## config.mk

```make
export PLATFORM = sky130hd
export DESIGN_NAME = sprs_sequencer
export DESIGN_NICKNAME = d
export VERILOG_FILES = /design/src/include/sprs_pkg.sv /design/src/verilog/sprs_sequencer.sv
export VERILOG_INCLUDE_DIRS = /design/src /design/src/include
export SDC_FILE = /design/constraint.sdc
export NUM_CORES = 1
export LEC_CHECK = 0
export BUFFER_PORTS_ARGS = -buffer_cell sky130_fd_sc_hd__buf_2
export CORE_MARGIN = 3
export CORE_UTILIZATION = 55
export CTS_BUF_LIST = sky130_fd_sc_hd__clkbuf_4 sky130_fd_sc_hd__clkbuf_8
export DETAILED_ROUTE_END_ITERATION = 8
export PLACE_DENSITY = 0.8
export SKIP_CTS_REPAIR_TIMING = 1
export SLEW_MARGIN = 0
export SYNTH_ARGS = -nofsm -noshare
export SYNTH_HDL_FRONTEND = slang
export SYNTH_SLANG_ARGS = --single-unit
```

## constraint.sdc

```tcl
create_clock -name mclk -period 5 [get_ports mclk]
set_input_delay 0.5 -clock mclk [delete_from_list [all_inputs] [get_ports mclk]]
set_output_delay 0.5 -clock mclk [all_outputs]
set_load 0.005 [all_outputs]
```

## src/include/sprs_consts.svh

```systemverilog
// Constants for the setpoint program run/hold sequencer.
`ifndef SPRS_CONSTS_SVH
`define SPRS_CONSTS_SVH
// Register byte offsets.
`define SPRS_OFS_CTRL      8'h00
`define SPRS_OFS_STATUS    8'h04
`define SPRS_OFS_TIME      8'h08
`define SPRS_OFS_STARTSP   8'h0C
// Control field positions.
`define SPRS_CTRL_ENDSEG_LSB   0
`define SPRS_CTRL_CYCLES_LEFT_VIEW_LSB    8
`define SPRS_CTRL_ENDHOLD_BIT  16
`define SPRS_CTRL_LASTSP_BIT   17
`define SPRS_CTRL_DIFUNC_LSB   20
// Control reset values.
`define SPRS_RST_ENDSEG    4'hC
`define SPRS_RST_CYCLES_LEFT_VIEW     7'h00
`define SPRS_RST_ENDHOLD   1'h1
`define SPRS_RST_LASTSP    1'h1
`define SPRS_RST_DIFUNC    3'h0
// Segment and cycle limits.
`define SPRS_SEG_FIRST     4'h1
`define SPRS_SEG_LAST      4'hC
`define SPRS_CYC_MAX       7'h63
`define SPRS_MIN_PER_HOUR  6'h3B
// Digital input function codes.
`define SPRS_DI_NONE       3'h0
`define SPRS_DI_RUN        3'h1
`define SPRS_DI_HOLD       3'h2
`define SPRS_DI_RESTART    3'h3
`define SPRS_DI_BEGIN      3'h4
// Timing: clock rate, minute length, hold indicator blink half period.
`define SPRS_CLK_MHZ       250
`define SPRS_MINUTE_S      60
`define SPRS_BLINK_MS      500
`endif

```

## src/include/sprs_pkg.sv

```systemverilog
// Types for the setpoint program run/hold sequencer.
package sprs_pkg;
   // Program run state.
   typedef enum logic [1:0] {
      SPRS_HOLD,
      SPRS_RUN,
      SPRS_ENDED
   } sprs_state_t;

   // Whole register state of the sequencer.
   typedef struct packed {
      sprs_state_t st;
      sprs_state_t savedSt;
      logic        restorePend;
      logic        fresh;
      logic        done;
      logic        loadPend;
      logic        powerUp;
      logic [3:0]  seg;
      logic [6:0]  hh;
      logic [5:0]  mm;
      logic [6:0]  cyc;
      logic [33:0] tick;
      logic [31:0] blink;
      logic        blinkOn;
      logic        keyPrev;
      logic        diPrev;
      logic [15:0] startSp;
      logic [15:0] spOut;
      logic        spLoad;
      logic [1:0]  ctrlMode;
      logic        manual;
      logic [3:0]  cfgEndSeg;
      logic [6:0]  cfgRecyc;
      logic        cfgEndHold;
      logic        cfgLastSp;
      logic [2:0]  cfgDiFunc;
      logic        refused;
      logic        ack;
      logic [31:0] dat;
   } sprs_regs_t;
endpackage

```

## src/verilog/sprs_sequencer.sv

```systemverilog
// Run/hold sequencer for a ramp/soak setpoint program with a Wishbone slave.
`timescale 1ns/1ps
`include "sprs_consts.svh"

// Behaviour
// - Program parameter writes are accepted in hold or after the end, refused while running.
// - Run/hold key while held starts or resumes the program, running indicator on.
// - Run/hold key while running holds, shows hold indicator, freezes setpoint.
// - External hold contact closing while running forces hold, hold indicator blinks.
// - Keypad request wins over the external hold switch when they conflict.
// - Opening the external hold contact returns the program to running.
// - Report segment number 1 to 12, ramp or soak, and time left.
// - Keep and report remaining program cycles, 0 to 99.
// - After the final segment, hold or end programming as configured.
// - After the end, keep last setpoint or go manual with failsafe output.
// - At power-up after a lost program, hold at start, restore prior setpoint.
// - After power returns, enter the configured power-up control mode.
// - Run input closing places the program in run.
// - Hold input closing places the program in hold.
// - Restart input closing returns to first segment, run/hold mode unchanged.
// - Opening a run, hold or restart contact restores the prior state.
// - Begin input closing goes to first segment start in hold, cycles kept.
// - Opening the begin contact does nothing.
module sprs_sequencer
   import sprs_pkg::*;
#(
   parameter longint unsigned MINUTE_CYCLES =
      64'(`SPRS_MINUTE_S) * 64'(`SPRS_CLK_MHZ) * 64'd1000000,
   parameter longint unsigned BLINK_CYCLES =
      64'(`SPRS_BLINK_MS) * 64'(`SPRS_CLK_MHZ) * 64'd1000
) (
   // Clock and reset.
   input  wire logic        mclk,
   input  wire logic        rst_n,
   // Wishbone classic slave.
   input  wire logic        wb_cyc_i,
   input  wire logic        wb_stb_i,
   input  wire logic        wb_we_i,
   input  wire logic [7:0]  wb_adr_i,
   input  wire logic [3:0]  wb_sel_i,
   input  wire logic [31:0] wb_dat_i,
   output logic      [31:0] wb_dat_o,
   output logic             wb_ack_o,
   // Operator keypad and remote contact.
   input  wire logic        runHoldKey,
   input  wire logic        contactClosed,
   // Segment duration of the segment named by segNum.
   input  wire logic [6:0]  segHoursIn,
   input  wire logic [5:0]  segMinsIn,
   // Present setpoint and nonvolatile power-loss record.
   input  wire logic [15:0] setpointIn,
   input  wire logic        nvProgActive,
   input  wire logic [15:0] nvStartSp,
   input  wire logic [1:0]  powerOnModeIn,
   // Indicators.
   output logic             runIndicator,
   output logic             holdIndicator,
   output logic             spFreeze,
   output logic             paramEditOk,
   // Segment and cycle status.
   output logic      [3:0]  segNum,
   output logic             segIsRamp,
   output logic      [6:0]  timeHours,
   output logic      [5:0]  timeMins,
   output logic      [6:0]  cyclesLeft,
   // End and power-up actions.
   output logic             manualMode,
   output logic             failsafeOut,
   output logic      [1:0]  ctrlMode,
   output logic             progActive,
   output logic      [15:0] startSpOut,
   output logic      [15:0] spRestore,
   output logic             spRestoreLoad
);

   // ****************************************************************
   // State registers
   // ****************************************************************
   sprs_regs_t state_q;
   sprs_regs_t state_d;

   localparam logic [33:0] TICK_LAST  = 34'(MINUTE_CYCLES - 64'd1);
   localparam logic [31:0] BLINK_LAST = 32'(BLINK_CYCLES - 64'd1);

   // Requests decided this cycle, applied in one place below.
   logic keyEdge;
   logic closeEdge;
   logic openEdge;
   logic forcedHold;
   logic wbReq;
   logic writeCtrl;

   // ****************************************************************
   // Edge detection
   // ****************************************************************
   // one-cycle requests
   assign keyEdge   = runHoldKey & ~state_q.keyPrev;
   assign closeEdge = contactClosed & ~state_q.diPrev;
   assign openEdge  = ~contactClosed & state_q.diPrev;
   assign wbReq     = wb_cyc_i & wb_stb_i & ~state_q.ack;
   assign writeCtrl = wbReq & wb_we_i & (wb_adr_i == `SPRS_OFS_CTRL);
   assign forcedHold = state_q.restorePend & contactClosed &
                       (state_q.cfgDiFunc == `SPRS_DI_HOLD) &
                       (state_q.st == SPRS_HOLD);

   // ****************************************************************
   // Next-state logic
   // ****************************************************************
   // All sequencing, bus decode and timing is decided here each cycle.
   always_comb begin
      logic goRun;
      logic goHold;
      logic goFirst;
      logic segEnd;
      goRun   = 1'b0;
      goHold  = 1'b0;
      goFirst = 1'b0;
      segEnd  = 1'b0;
      state_d = state_q;
      state_d.keyPrev = runHoldKey;
      state_d.diPrev  = contactClosed;
      state_d.spLoad  = 1'b0;

      if (state_q.powerUp) begin
         state_d.powerUp = 1'b0;
         state_d.ctrlMode = powerOnModeIn;
         if (nvProgActive) begin
            state_d.spOut   = nvStartSp;
            state_d.spLoad  = 1'b1;
            state_d.startSp = nvStartSp;
         end
      end

      if (keyEdge) begin
         state_d.restorePend = 1'b0;
         if (state_q.st == SPRS_RUN) begin
            goHold = 1'b1;
         end else begin
            goRun = 1'b1;
         end
      end else if (closeEdge) begin
         case (state_q.cfgDiFunc)
            `SPRS_DI_RUN: begin
               state_d.savedSt     = state_q.st;
               state_d.restorePend = 1'b1;
               goRun               = (state_q.st != SPRS_RUN);
            end
            `SPRS_DI_HOLD: begin
               if (state_q.st == SPRS_RUN) begin
                  state_d.savedSt     = state_q.st;
                  state_d.restorePend = 1'b1;
                  goHold              = 1'b1;
               end
            end
            `SPRS_DI_RESTART: begin
               state_d.savedSt     = state_q.st;
               state_d.restorePend = 1'b1;
               goFirst             = 1'b1;
            end
            `SPRS_DI_BEGIN: begin
               goFirst            = 1'b1;
               state_d.st         = SPRS_HOLD;
               state_d.done       = 1'b0;
               state_d.restorePend = 1'b0;
            end
            default: begin
               state_d.restorePend = 1'b0;
            end
         endcase
      end else if (openEdge && state_q.restorePend) begin
         // revert on open; begin never sets a pending restore
         state_d.restorePend = 1'b0;
         if (state_q.savedSt == SPRS_RUN) begin
            goRun = 1'b1;
         end else begin
            state_d.st = state_q.savedSt;
         end
      end

      // Apply hold request.
      if (goHold) begin
         state_d.st = SPRS_HOLD;
      end

      // Apply run request; a finished or fresh program starts over.
      if (goRun) begin
         state_d.st     = SPRS_RUN;
         state_d.manual = 1'b0;
         if (state_q.done || state_q.fresh) begin
            goFirst     = 1'b1;
            state_d.cyc = state_q.cfgRecyc;
            state_d.done = 1'b0;
         end
         if (state_q.fresh) begin
            state_d.startSp = setpointIn;
            state_d.fresh   = 1'b0;
         end
      end

      // Return to the first segment and reload its time.
      if (goFirst) begin
         state_d.seg      = `SPRS_SEG_FIRST;
         state_d.loadPend = 1'b1;
         state_d.tick     = '0;
      end else if (state_q.loadPend) begin
         // Duration inputs follow segNum one cycle later.
         state_d.loadPend = 1'b0;
         state_d.hh       = segHoursIn;
         state_d.mm       = segMinsIn;
      end else if (state_q.st == SPRS_RUN && !goHold) begin
         if (state_q.hh == 7'h00 && state_q.mm == 6'h00) begin
            segEnd = 1'b1;
         end else if (state_q.tick == TICK_LAST) begin
            state_d.tick = '0;
            if (state_q.mm != 6'h00) begin
               state_d.mm = state_q.mm - 6'h01;
            end else begin
               state_d.mm = `SPRS_MIN_PER_HOUR;
               state_d.hh = state_q.hh - 7'h01;
            end
         end else begin
            state_d.tick = state_q.tick + 34'h1;
         end
      end

      // Segment completion, recycle or program end.
      if (segEnd) begin
         state_d.tick = '0;
         if (state_q.seg < state_q.cfgEndSeg && state_q.seg < `SPRS_SEG_LAST) begin
            state_d.seg      = state_q.seg + 4'h1;
            state_d.loadPend = 1'b1;
         end else if (state_q.cyc != 7'h00) begin
            state_d.cyc      = state_q.cyc - 7'h01;
            state_d.seg      = `SPRS_SEG_FIRST;
            state_d.loadPend = 1'b1;
         end else begin
            state_d.done = 1'b1;
            state_d.st   = state_q.cfgEndHold ? SPRS_HOLD : SPRS_ENDED;
            state_d.manual      = ~state_q.cfgLastSp;
            state_d.restorePend = 1'b0;
         end
      end

      // Hold indicator blink timer runs only while the contact forces hold.
      if (forcedHold) begin
         if (state_q.blink == BLINK_LAST) begin
            state_d.blink   = '0;
            state_d.blinkOn = ~state_q.blinkOn;
         end else begin
            state_d.blink = state_q.blink + 32'h1;
         end
      end else begin
         state_d.blink   = '0;
         state_d.blinkOn = 1'b1;
      end

      // Wishbone: answer one cycle after the request, then drop.
      state_d.ack = wbReq;
      if (wbReq) begin
         state_d.dat = '0;
         if (wb_adr_i == `SPRS_OFS_CTRL) begin
            state_d.dat[`SPRS_CTRL_ENDSEG_LSB +: 4] = state_q.cfgEndSeg;
            state_d.dat[`SPRS_CTRL_CYCLES_LEFT_VIEW_LSB +: 7]  = state_q.cfgRecyc;
            state_d.dat[`SPRS_CTRL_ENDHOLD_BIT]     = state_q.cfgEndHold;
            state_d.dat[`SPRS_CTRL_LASTSP_BIT]      = state_q.cfgLastSp;
            state_d.dat[`SPRS_CTRL_DIFUNC_LSB +: 3] = state_q.cfgDiFunc;
         end else if (wb_adr_i == `SPRS_OFS_STATUS) begin
            state_d.dat[1:0]   = state_q.st;
            state_d.dat[7:4]   = state_q.seg;
            state_d.dat[8]     = state_q.seg[0];
            state_d.dat[9]     = state_q.manual;
            state_d.dat[22:16] = state_q.cyc;
            state_d.dat[24]    = state_q.refused;
         end else if (wb_adr_i == `SPRS_OFS_TIME) begin
            state_d.dat[5:0]  = state_q.mm;
            state_d.dat[14:8] = state_q.hh;
         end else if (wb_adr_i == `SPRS_OFS_STARTSP) begin
            state_d.dat[15:0] = state_q.startSp;
         end
      end

      if (writeCtrl) begin
         if (state_q.st == SPRS_RUN || state_d.st == SPRS_RUN) begin
            state_d.refused = 1'b1;
         end else begin
            state_d.refused = 1'b0;
            if (wb_sel_i[0]) begin
               if (wb_dat_i[3:0] >= `SPRS_SEG_FIRST && wb_dat_i[3:0] <= `SPRS_SEG_LAST) begin
                  state_d.cfgEndSeg = wb_dat_i[3:0];
               end
            end
            if (wb_sel_i[1] && wb_dat_i[14:8] <= `SPRS_CYC_MAX) begin
               state_d.cfgRecyc = wb_dat_i[14:8];
            end
            if (wb_sel_i[2]) begin
               state_d.cfgEndHold = wb_dat_i[`SPRS_CTRL_ENDHOLD_BIT];
               state_d.cfgLastSp  = wb_dat_i[`SPRS_CTRL_LASTSP_BIT];
               state_d.cfgDiFunc  = wb_dat_i[`SPRS_CTRL_DIFUNC_LSB +: 3];
            end
         end
      end
   end

   // ****************************************************************
   // Register stage
   // ****************************************************************
   // Synchronous reset; power-up lands in hold at the first segment.
   always_ff @(posedge mclk) begin
      if (!rst_n) begin
         state_q            <= '0;
         state_q.st         <= SPRS_HOLD;
         state_q.savedSt    <= SPRS_HOLD;
         state_q.fresh      <= 1'b1;
         state_q.loadPend   <= 1'b1;
         state_q.powerUp    <= 1'b1;
         state_q.seg        <= `SPRS_SEG_FIRST;
         state_q.blinkOn    <= 1'b1;
         state_q.keyPrev    <= 1'b1;
         state_q.diPrev     <= 1'b1;
         state_q.cfgEndSeg  <= `SPRS_RST_ENDSEG;
         state_q.cfgRecyc   <= `SPRS_RST_CYCLES_LEFT_VIEW;
         state_q.cfgEndHold <= `SPRS_RST_ENDHOLD;
         state_q.cfgLastSp  <= `SPRS_RST_LASTSP;
         state_q.cfgDiFunc  <= `SPRS_RST_DIFUNC;
      end else begin
         state_q <= state_d;
      end
   end

   // ****************************************************************
   // Outputs
   // ****************************************************************
   // Indicators follow the registered state.
   assign runIndicator  = (state_q.st == SPRS_RUN);
   assign holdIndicator = (state_q.st == SPRS_HOLD) & state_q.blinkOn;
   assign spFreeze      = (state_q.st != SPRS_RUN);
   assign paramEditOk   = (state_q.st != SPRS_RUN);
   assign segNum        = state_q.seg;
   assign segIsRamp     = state_q.seg[0];
   assign timeHours     = state_q.hh;
   assign timeMins      = state_q.mm;
   assign cyclesLeft    = state_q.cyc;
   assign manualMode    = state_q.manual;
   assign failsafeOut   = state_q.manual;
   assign ctrlMode      = state_q.ctrlMode;
   // Nonvolatile record of an active program for power-loss recovery.
   assign progActive    = ~state_q.fresh & ~state_q.done & (state_q.st != SPRS_ENDED);
   assign startSpOut    = state_q.startSp;
   assign spRestore     = state_q.spOut;
   assign spRestoreLoad = state_q.spLoad;
   assign wb_dat_o      = state_q.dat;
   assign wb_ack_o      = state_q.ack;

endmodule

```

== Word level (Yosys, flattened, before mapping) ==
Cells that the tools add are included.

* Output and inout port bits: 100
* Register bits after elaboration: 180
* Word-level logic and storage cells: 228
* Input port bits: 99

* Multiplexer cells: 111
* Eq/ne operators: 17
* Add/subtract/negate cells: 6
* Bitwise logic cells: 28
* Order comparisons: 5
* Reduce and logical (&&, ||, !) cells: 32

{| class="wikitable"
|+ Operator list
! cell !! count
|-
| 180-bit two-way mux || 1
|-
| 34-bit two-way mux || 5
|-
| 33-bit two-way mux || 2
|-
| 13-bit two-way mux || 5
|-
| 16-bit two-way mux || 4
|-
| 7-bit two-way mux || 9
|-
| 1-bit two-way mux || 45
|-
| 41-bit two-way mux || 1
|-
| 4-bit two-way mux || 9
|-
| 35-bit two-way mux || 1
|-
| 34-bit by 1-bit adder with 34-bit output, second input constant || 1
|-
| 34-bit == test, second input constant || 1
|-
| 2-bit two-way mux || 17
|-
| 32-bit by 1-bit adder with 32-bit output, second input constant || 1
|-
| 32-bit by 27-bit == test with 1-bit output, second input constant || 1
|-
| 32-bit two-way mux || 1
|-
| 25-bit two-way mux || 1
|-
| 6-bit two-way mux || 4
|-
| 17-bit two-way mux || 1
|-
| 8-bit by 4-bit == test with 1-bit output, second input constant || 2
|-
| 1-bit NOT || 15
|-
| 7-bit by 1-bit subtractor with 7-bit output, second input constant || 2
|-
| 1-bit bitwise AND || 13
|-
| 4-bit AND reduction || 3
|-
| 33 further kinds || 54
|}

== Logic depth before layout (Yosys ltp) ==
Gate-level depths: netlist of the first run.

* Depth after elaboration: 16
* Depth in mapped cells: 10
* Gate-level depth less buffers: 8

== Worst setup path before layout of the first run ==
Ideal clock, no wire load.

* Kind: register to register
* Start: register state_q, in the netlist timeMins[0]
* End: register state_q[39] (netlist bit)
* Path slack: 2.293 ns
* Period minus slack after synthesis: 2.707 ns
* Arrival: 2.635 ns
* Stages on the path, launching flop included: 10
* Data required time: 4.928 ns
* Cell sequence: dfxtp_1 inv_1 ha_1 or4b_4 or4_1 buf_4 nor2_8 nand4_4 a211oi_4 mux2i_1

* Cells in the longest elaborated chain, start to end: 11

{| class="wikitable"
|+ Ends and longest elaborated chain
! item !! RTL line !! RTL
|-
| start: declaration || sprs_sequencer.sv:79 || <nowiki>sprs_regs_t state_q;</nowiki>
|-
| start signal: assignment || sprs_sequencer.sv:326 || <nowiki>state_q <= state_d;</nowiki>
|-
| 6-bit zero test || sprs_sequencer.sv:211 || <nowiki>if (state_q.hh == 7'h00 && state_q.mm == 6'h00) begin</nowiki>
|-
| 1-bit logical AND || sprs_sequencer.sv:211 ||
|-
| 1-bit two-way mux || sprs_sequencer.sv:211 ||
|-
| 1-bit two-way mux || sprs_sequencer.sv:210 || <nowiki>end else if (state_q.st == SPRS_RUN && !goHold) begin</nowiki>
|-
| 1-bit two-way mux || sprs_sequencer.sv:205 || <nowiki>end else if (state_q.loadPend) begin</nowiki>
|-
| 1-bit two-way mux || sprs_sequencer.sv:201 || <nowiki>if (goFirst) begin</nowiki>
|-
| 2-bit two-way mux || sprs_sequencer.sv:227 || <nowiki>if (segEnd) begin</nowiki>
|-
| 2-bit by 1-bit == test with 1-bit output || sprs_sequencer.sv:283 || <nowiki>if (state_q.st == SPRS_RUN || state_d.st == SPRS_RUN) begin</nowiki>
|-
| 1-bit logical OR || sprs_sequencer.sv:283 ||
|-
| 1-bit NOT (no source line) || - ||
|-
| 3-bit AND reduction (no source line) || - ||
|}

Every way passes these cells.
A chain may end at the register's enable or synchronous reset.

== Final worst setup path of the first run ==
* Start: register state_q, in the netlist timeMins[0]
* End: register state_q[40] (netlist bit)

The elaborated chain is that of the path after synthesis.

==> results.md, run 1 <==
Outcome:
- The flow ran to the end, and the final reports show no timing, DRC or antenna violations.

Timing:
- The hold violation count in the final report is 0.
- The number of slew-limit violations in the final report came to 0.
- At the pin with the least slew margin, the transition time is around 1.2 ns.
- The worst hold-check slack is roughly 0.25 ns.
- The part of the cycle the worst path needs is between 60% and 70%.
- In this run the tightest slew margin relative to its limit is ~23%.
- Setup total negative slack on the finished layout was measured at 0 ns.
- The minimum clock period after layout is 3.254 ns.
- Setup violations remaining at the end of the flow were counted as 0.
- The timing-limited maximum frequency is slightly above 0.3 GHz.
- The clock arrives with approximately 0.016 ns of skew.
- The worst path meets setup with about 1.7 ns of slack.
- Setup repair after global routing left no endpoint under its margin.

Clock tree:
- The tree is rooted in a clkbuf_8.
- TritonCTS built the clock tree.
- For this design, the sink count on the clock tree is 180.
- In this run, CTS created clock tree buffers numbering 17.
- Clock latency on the worst-skew pair, taken at its later pin, is 0.47 ns.
- The longest clock path from root to sink contains 2 buffers.
- The clock transition at the register clock pins on the worst setup and hold paths after CTS is approximately 0.1 ns.
- The H-tree depth reported by CTS is 4.

Min path:
- The path with the worst hold slack has its endpoint at state_q[87].
- The tightest min-delay check is of the input pin to register type.
- In this run the most critical hold path is launched from runHoldKey.
- The worst hold path passes through 2 cells.

Synthesis:
- The most numerous cell in the Yosys netlist is dfxtp_1.
- The synthesized area divided by synthesized cell count is between 8 and 9 sq um.
- Sorting the synthesized cells by how often they occur yields dfxtp_1, nand2_1, nor2_1.
- In this run the biggest area consumer among cell types represents 38.99% of the synthesized area.
- The cell area that synthesis handed to floorplanning was 0.009243 sq mm.
- Of all cell types, the one taking the most synthesized area is dfxtp_1.
- In this run, distinct cell masters in the synthesized netlist total between 70 and 80.
- The most used flip-flop cell after synthesis is dfxtp_1.
- Ranked by total cell area, the synthesized netlist is headed by dfxtp_1, buf_4, nand2_1.
- The synthesis warning total is 0.
- The synthesized design contains 180 register bits.
- Counting flops with an async set or reset pin after synthesis yields a share of 0%.
- The part of the Yosys area used for sequential elements is between 30% and 40%.
- The instance count of the mapped netlist is around 1.1k.
- The number of enable-type register cells in the synthesized netlist is 0.

Routing:
- The count of TritonRoute iterations in the first routing pass is 5.
- The DRC violation count after routing is 0.
- The final route contains around 8.2k vias.
- The detail route stage leaves a number of antenna-violating nets equal to 0.
- Dividing the detail-routed wire length by the instance count gives between 15 and 20 um.
- In the routed layout, each cell is associated on average with a via count of 5.802.
- The final layout contains routed wiring with a total length of between 20,000 and 25,000 um.
- For this block, the initial DRC count from the detailed router was between 600 and 700.

Critical path:
- Walking the worst path, the cells encountered are inv_1, ha_1, or4b_4, or4_1, nor2_8, nand4_4, a211oi_4, mux2i_1.
- The length in cells of the worst reg-to-reg path is 8.
- The launch instance of the worst register-to-register path is timeMins[0].
- The required time of the critical path is roughly 5.4 ns.
- The count of buffer and inverter cells on the critical path is 1.
- The launch point of the worst path is timeMins[0].
- The element type at the critical path end is a register.
- The peak per-stage delay on the critical path is ~0.7 ns.
- The critical path is of the register to register type.
- In this run the critical register-to-register path is captured at state_q[40].
- The cell type group with the largest total delay on the critical path is simple AND/OR/NAND/NOR gates.
- The top fanout value on the critical path is 13.
- In this run the register-to-register setup slack is approximately 1.7 ns.
- The worst setup path is launched from a register.
- The worst endpoint data arrival time is between 3 and 4 ns.
- The slowest cell on the critical path is or4_1.

Final layout:
- Summing all multi-input logic gate instances after layout gives about 0.0047 sq mm.
- The finished layout holds between 1k and 1.5k standard cells, fillers aside.
- The filler cell count in the final layout is between 1k and 1.5k.
- The total number of nets in the final design is about 1.3k.
- In the final layout, flip-flops and latches occupy about 0.0036 sq mm.
- 0 antenna diodes ended up in the layout.
- The area added between synthesis and finish is 7.594%.
- The share of cells above drive strength 1 is a little under a fifth.

Power and ir drop:
- For this design the ratio of total power to cell area is between 200 and 300 mW/mm^2.
- The standby leakage power is between 3 and 4 nW.
- The total power after layout is around 0.0027 W.
- Across the VDD grid, the largest voltage drop is around 170 uV.

Placed design:
- The final weighted congestion of routability-driven global placement is 0.9320.
- The number of input and output port buffers inserted is approximately 170.
- Detailed placement ended at an HPWL of approximately 17,000 um.
- After detailed placement, the design holds a cell count of about 1.4k.
- The setup slack after placement is around 1.7 ns.

GRT:
- Entering global routing, the biggest net connects 65 pins.
- For this run, global-route usage on met2 was measured as 40.49%.
- The fraction of met3 tracks used by global routing is between 5 and 6%.
- For this run the aggregate overflow at the end of global routing stands at 0.
- The number of global-route vias before repair is 7,405.
- Global routing used roughly 25% of the available tracks.
- In the global route stage, met1 resource usage came out at around a third.
- The global routing stage identified its most utilized layer as met2.
- The initial antenna violation count is 3.
- The global-route wire length before repair is between 30,000 and 40,000 um.

Floorplan:
- The floorplan step defined a die boundary enclosing roughly 0.018 sq mm.
- The number of standard-cell rows in the floorplan is 46.
- In this run the vertical extent of the chip is between 100 and 150 um.
- The floorplan step defined a core boundary enclosing 0.01617 sq mm.
- From left edge to right edge, the die measures roughly 140 um.
- The initial utilization of the core area, before any placement, comes to approximately 57%.
- about 200 I/O pins were placed.

Run:
- The max-capacitance violation count is 0.
## registers in the layout, summed over array words and instances, names as in the netlist, 4 cells and up
register    flops
cyclesLeft      7
segNum          4
spRestore      16
startSpOut     16
state_q        95
timeHours       7
timeMins        6
wb_dat_o       24
## cells by family after synthesis
family	Yosys count	synth area share, %
simple gates	486	25.45
mux	32	3.628
compound gates	179	13.79
xor+xnor	64	6.065
other cells	1	0.04057
buf+inv	173	10.82
fa+ha+maj	9	1.218
flops	180	38.99
## per-layer routing
| metal | share of wire (%) | vias to the layer above |
|---|---|---|
| li1 | - | 3970 |
| met1 | 43 | 3831 |
| met2 | 46 | 326 |
| met3 | 7.4 | 60 |
| met4 | 3.4 | 6 |
| met5 | 0.12 | - |
## power by group
group	total [W]	switching, W	leakage (nW)	internal, W
Combinational	0.000265	0.000160	2.25	0.000104
Sequential	0.00150	0.0000396	1.46	0.00146
Clock	0.000981	0.000524	0.195	0.000457
Total	0.00275	0.000724	3.90	0.00202
## cells in the final DEF (no fill, tap or decap), drive strengths merged, types with 9 or more instances in the layout
| cell type | Yosys | final |
|---|---|---|
| nor2 | 146 | 146 |
| clkbuf | 47 | 23 |
| xor2 | 34 | 34 |
| nor3 | 19 | 19 |
| buf | 99 | 179 |
| nand2b | 11 | 11 |
| inv | 27 | 30 |
| nand4 | 29 | 29 |
| dfxtp | 180 | 180 |
| nand2 | 146 | 146 |
| nor4 | 18 | 18 |
| a311oi | 16 | 16 |
| o21ai | 20 | 20 |
| and3 | 15 | 15 |
| a21oi | 50 | 50 |
| xnor2 | 30 | 30 |
| mux2i | 29 | 29 |
| nand3 | 46 | 46 |
| a22oi | 20 | 20 |
| ha | 9 | 9 |
## area by class of cell
type	count	area share, %
Clock inverter	9	0.9562
Clock buffer	23	2.994
Tap cell	216	2.718
Sequential cell	180	36.24
Inverter	27	1.019
Timing Repair Buffer	179	9.160
Multi-Input combinational cell	778	46.92
## metrics by stage
| stage | area, sq um | util (%) |
|---|---|---|
| 6_report | 9945 | 61.49 |
| 3_5_place_dp | 9552 | 59.06 |
| 5_1_grt | 9945 | 61.49 |
| 3_3_place_gp | 9552 | 59.06 |
| 2_1_floorplan | 9269 | - |
| 4_1_cts | 9945 | 61.49 |
## worst reg2reg max path: stages, from the launching register on
cell and delay [ns]:
dfxtp_1 0.36, inv_1 0.08, ha_1 0.18, or4b_4 0.49
or4_1 0.72, nor2_8 0.27, nand4_4 0.25, a211oi_4 0.57
mux2i_1 0.26
## worst max-delay path by stage
stage,slack (ns),cells after the start,endpoint
3_5_place_dp,1.73,7,state_q[149]
4_1_cts,1.77,8,state_q[40]
2_1_floorplan,2.29,9,state_q[39]
5_1_grt,1.35,7,state_q[132]
6_report,1.75,8,state_q[40]
3_3_place_gp,1.77,7,state_q[125]
Power figures use the tool's default switching activity.
==> run 2, diff against run 1 <==
Settings changed: ABC_AREA set to 1, CORE_UTILIZATION 55 to 52, PLACE_DENSITY 0.8 to 0.79.
Clock period 5 ns to 2.9 ns, I/O delays scaled along.
==> run 2 against run 1 <==
Flip-flop and latch count is the same. Final area grew 7.5%. Synthesized cell count grew 28%. Critical path type unchanged. Largest cell class unchanged. Largest power group unchanged. Highest routed layer is now met4.
==> results.md, run 2 <==
Outcome:
- The flow ran to the end, and the final reports show no timing, DRC or antenna violations.

Critical path:
- The reg-to-reg setup timing slack is 0.42 ns.
- The critical setup path kind is register to register.
- The worst endpoint data arrival time is 2.91 ns.
- The element type at the critical path end is a register.
- The required time of the critical path is 3.33 ns.
- Of all nets on the critical path, the largest fanout is 10.
- The worst setup path is launched from a register.

Timing:
- The clock period could shrink to around 2.5 ns.
- The setup TNS is 0 ns.
- The part of the cycle the worst path needs is a little under nine tenths.
- The transition time of the tightest slew-check pin is between 0.8 and 0.9 ns.
- The timing-limited maximum frequency is about 0.40 GHz.
- Setup violations remaining at the end of the flow were counted as 0.
- The headroom to the max-slew limit is 45.44%.
- Setup repair after global routing left no endpoint under its margin.
- The clock arrives with between 0.02 and 0.025 ns of skew.
- The number of slew-limit violations in the final report came to 0.
- The hold violation count in the final report is 0.

Synthesis:
- The most used flip-flop cell after synthesis is dfxtp_1.
- Yosys mapped a number of flops with a built-in enable equal to 0.
- The most numerous cell in the Yosys netlist is nand2_1.
- The post-synth design cell area is 0.009801 sq mm.
- After synthesis, the most frequently instantiated cells are nand2_1, inv_1, dfxtp_1.
- Dividing the synthesized area by the synthesized cell count gives around 7 sq um.
- The share of synthesized flip-flops with an asynchronous set or reset is 0%.
- In this run the biggest area consumer among cell types represents 36.77% of the synthesized area.
- The part of the Yosys area used for sequential elements is roughly 37%.
- The instance count of the mapped netlist is between 1k and 1.5k.
- The synthesis warning total is 0.
- Summed over all instances, the cell type with the most area after synthesis is dfxtp_1.
- In the post-synthesis netlist, the biggest area contributors are dfxtp_1, nand2_1, buf_4.
- The synthesized design contains 180 register bits.
- The count of unique library cells instantiated by Yosys is approximately 50.

Final layout:
- The top cell types in the final layout, fill and taps aside, are nand2_1, inv_1, dfxtp_1.
- From synthesis to final layout, the design area changed by 9.039%.
- More flip-flops sit in one register than any other, and that register is state_q.
- The diode insertion count for antenna repair is 0.
- The library cell used most frequently in the layout, excluding fill and tap cells, is nand2_1.
- Cells fill between 50 and 60% of the core in the end.
- The number of flip-flops under the largest register name is between 90 and 100.
- The share of cells above drive strength 1 is 16.93%.
- The total number of nets in the final design is between 1.5k and 2k.

Power and ir drop:
- The total power after layout is a little under 0.005 W.
- Summed over all cells, the static leakage comes to ~4.8 nW.
- In this run the power density over the cells is between 400 and 500 mW/mm^2.
- IR analysis of the VDD net gives a maximum drop of approximately 370 uV.

Routing:
- The via density per instance is approximately 5.4.
- The DRC violation count after routing is 0.
- Summing over every cut layer, the via total after detailed routing is 9,566.
- The count of TritonRoute iterations in the first routing pass is 5.
- Wires add up to about 27,000 um.
- Dividing the detail-routed wire length by the instance count gives 15.08 um.
- The first routing iteration left about 800 violations.
- The count of nets left with antenna violations once routing finished came out at 0.

GRT:
- For this run the aggregate overflow at the end of global routing stands at 0.
- Entering global routing, the biggest net connects 49 pins.
- The number of global-route vias before repair is 8,973.
- The initial antenna violation count was 0.
- The global routing usage summed across all routing layers is 26.18%.
- The first global-routing pass estimated approximately 44,000 um of wire.

Placed design:
- The congestion estimate from routability-driven global placement came to approximately 0.98.
- The total half-perimeter wirelength after legalization and detailed placement is between 20,000 and 25,000 um.
- During placement, the flow inserted port buffers numbering ~170.

Floorplan:
- The starting density of the core is approximately 54%.
- The die area is ~0.021 sq mm.
- between 150 and 200 I/O pins were placed.
- The total area inside the core boundary comes to between 0.015 and 0.02 sq mm.
- The die span in y is about 140 um.
- The number of standard-cell rows in the floorplan is 49.
- Measured along the x axis, the die boundary spans approximately 140 um.

Clock tree:
- The TritonCTS buffer count is 17.
- The H-tree depth reported by CTS is 4.
- The TritonCTS clock tree is built.
- The tree is rooted in a clkbuf_8.
- The clock latency on the worst-skew pair is about 0.49 ns.
- After clock tree synthesis, the clock-pin slew on the worst setup and hold paths is ~0.12 ns.
- The maximum number of buffers from clock root to sink is 2.
- CTS saw 180 sinks.

Run:
- Max-cap violations in this run came to 0.

Min path:
- The path class of the tightest hold or removal check is input pin to register.
==> run 2: power breakdown <==
part | total [W] | internal [W] | leakage, nW | switching (W)
registers | 0.00262 | 0.00254 | 1.46 | 0.0000715
clock network | 0.00176 | 0.000664 | 0.201 | 0.00109
logic | 0.000586 | 0.000222 | 3.11 | 0.000364
total | 0.00496 | 0.00343 | 4.78 | 0.00153
==> run 2: layout make-up <==
class	count	area [sq um]
clock buffer	17	234.0
clock inverter	15	170.2
fill	1688	7522
inverter	190	715.7
multi-input combinational	950	4683
sequential	180	3603
tap	229	286.5
timing repair buffer	190	993.5
==> run 2: worst paths after layout <==
kind	startpoint	end	depth (start not counted)
max	timeHours[0]	state_q[124]	12
min	wb_dat_i[8]	state_q[39]	3
max reg2reg	timeHours[0]	state_q[124]	12
min reg2reg	state_q[89]	state_q[89]	1
==> run 2: per-stage QoR <==
stage / instances / hold slack (ns) / setup WS, ns / area [sq um]
after global routing: 1771 / 0.01350 / 0.1753 / 10690
after CTS: 1771 / -0.008070 / 0.4026 / 10690
final: 1771 / 0.01847 / 0.4167 / 10690
after detailed placement: 1739 / 0.4400 / 0.4296 / 10280
after global placement: 1739 / 0.4331 / 0.4600 / 10280
after floorplan: 1446 / 0.3866 / 0.9646 / 9827
==> run 2: worst max-delay path, cell delays in order, from the launching register on <==
cell     delay, ns
dfxtp_1       0.43
inv_1         0.08
ha_1          0.23
nand3_1       0.16
nor2_1        0.09
nand3_1       0.12
nor2_4        0.08
nor3_4        0.54
inv_4         0.14
nor2_4        0.18
inv_2         0.11
or2_1         0.22
inv_1         0.05
==> run 2: per-layer routing <==
metal	share of wire, %	up-vias	track usage (%)
li1	-	4789	-
met1	41	4358	32.78
met2	49	370	44.86
met3	7.6	49	5.760
met4	2.2	0	8.672
met5	0	-	0
==> run 2: logic make-up after synthesis <==
logic type | after synthesis | synth area share [%]
buffers and inverters | 316 | 15.74
AND/OR/NAND/NOR | 666 | 29.99
other | 1 | 0.03826
XOR/XNOR | 29 | 2.592
adder cells (fa/ha/maj) | 9 | 1.149
flip-flops | 180 | 36.77
AO/OA/AOI/OAI | 238 | 13.72
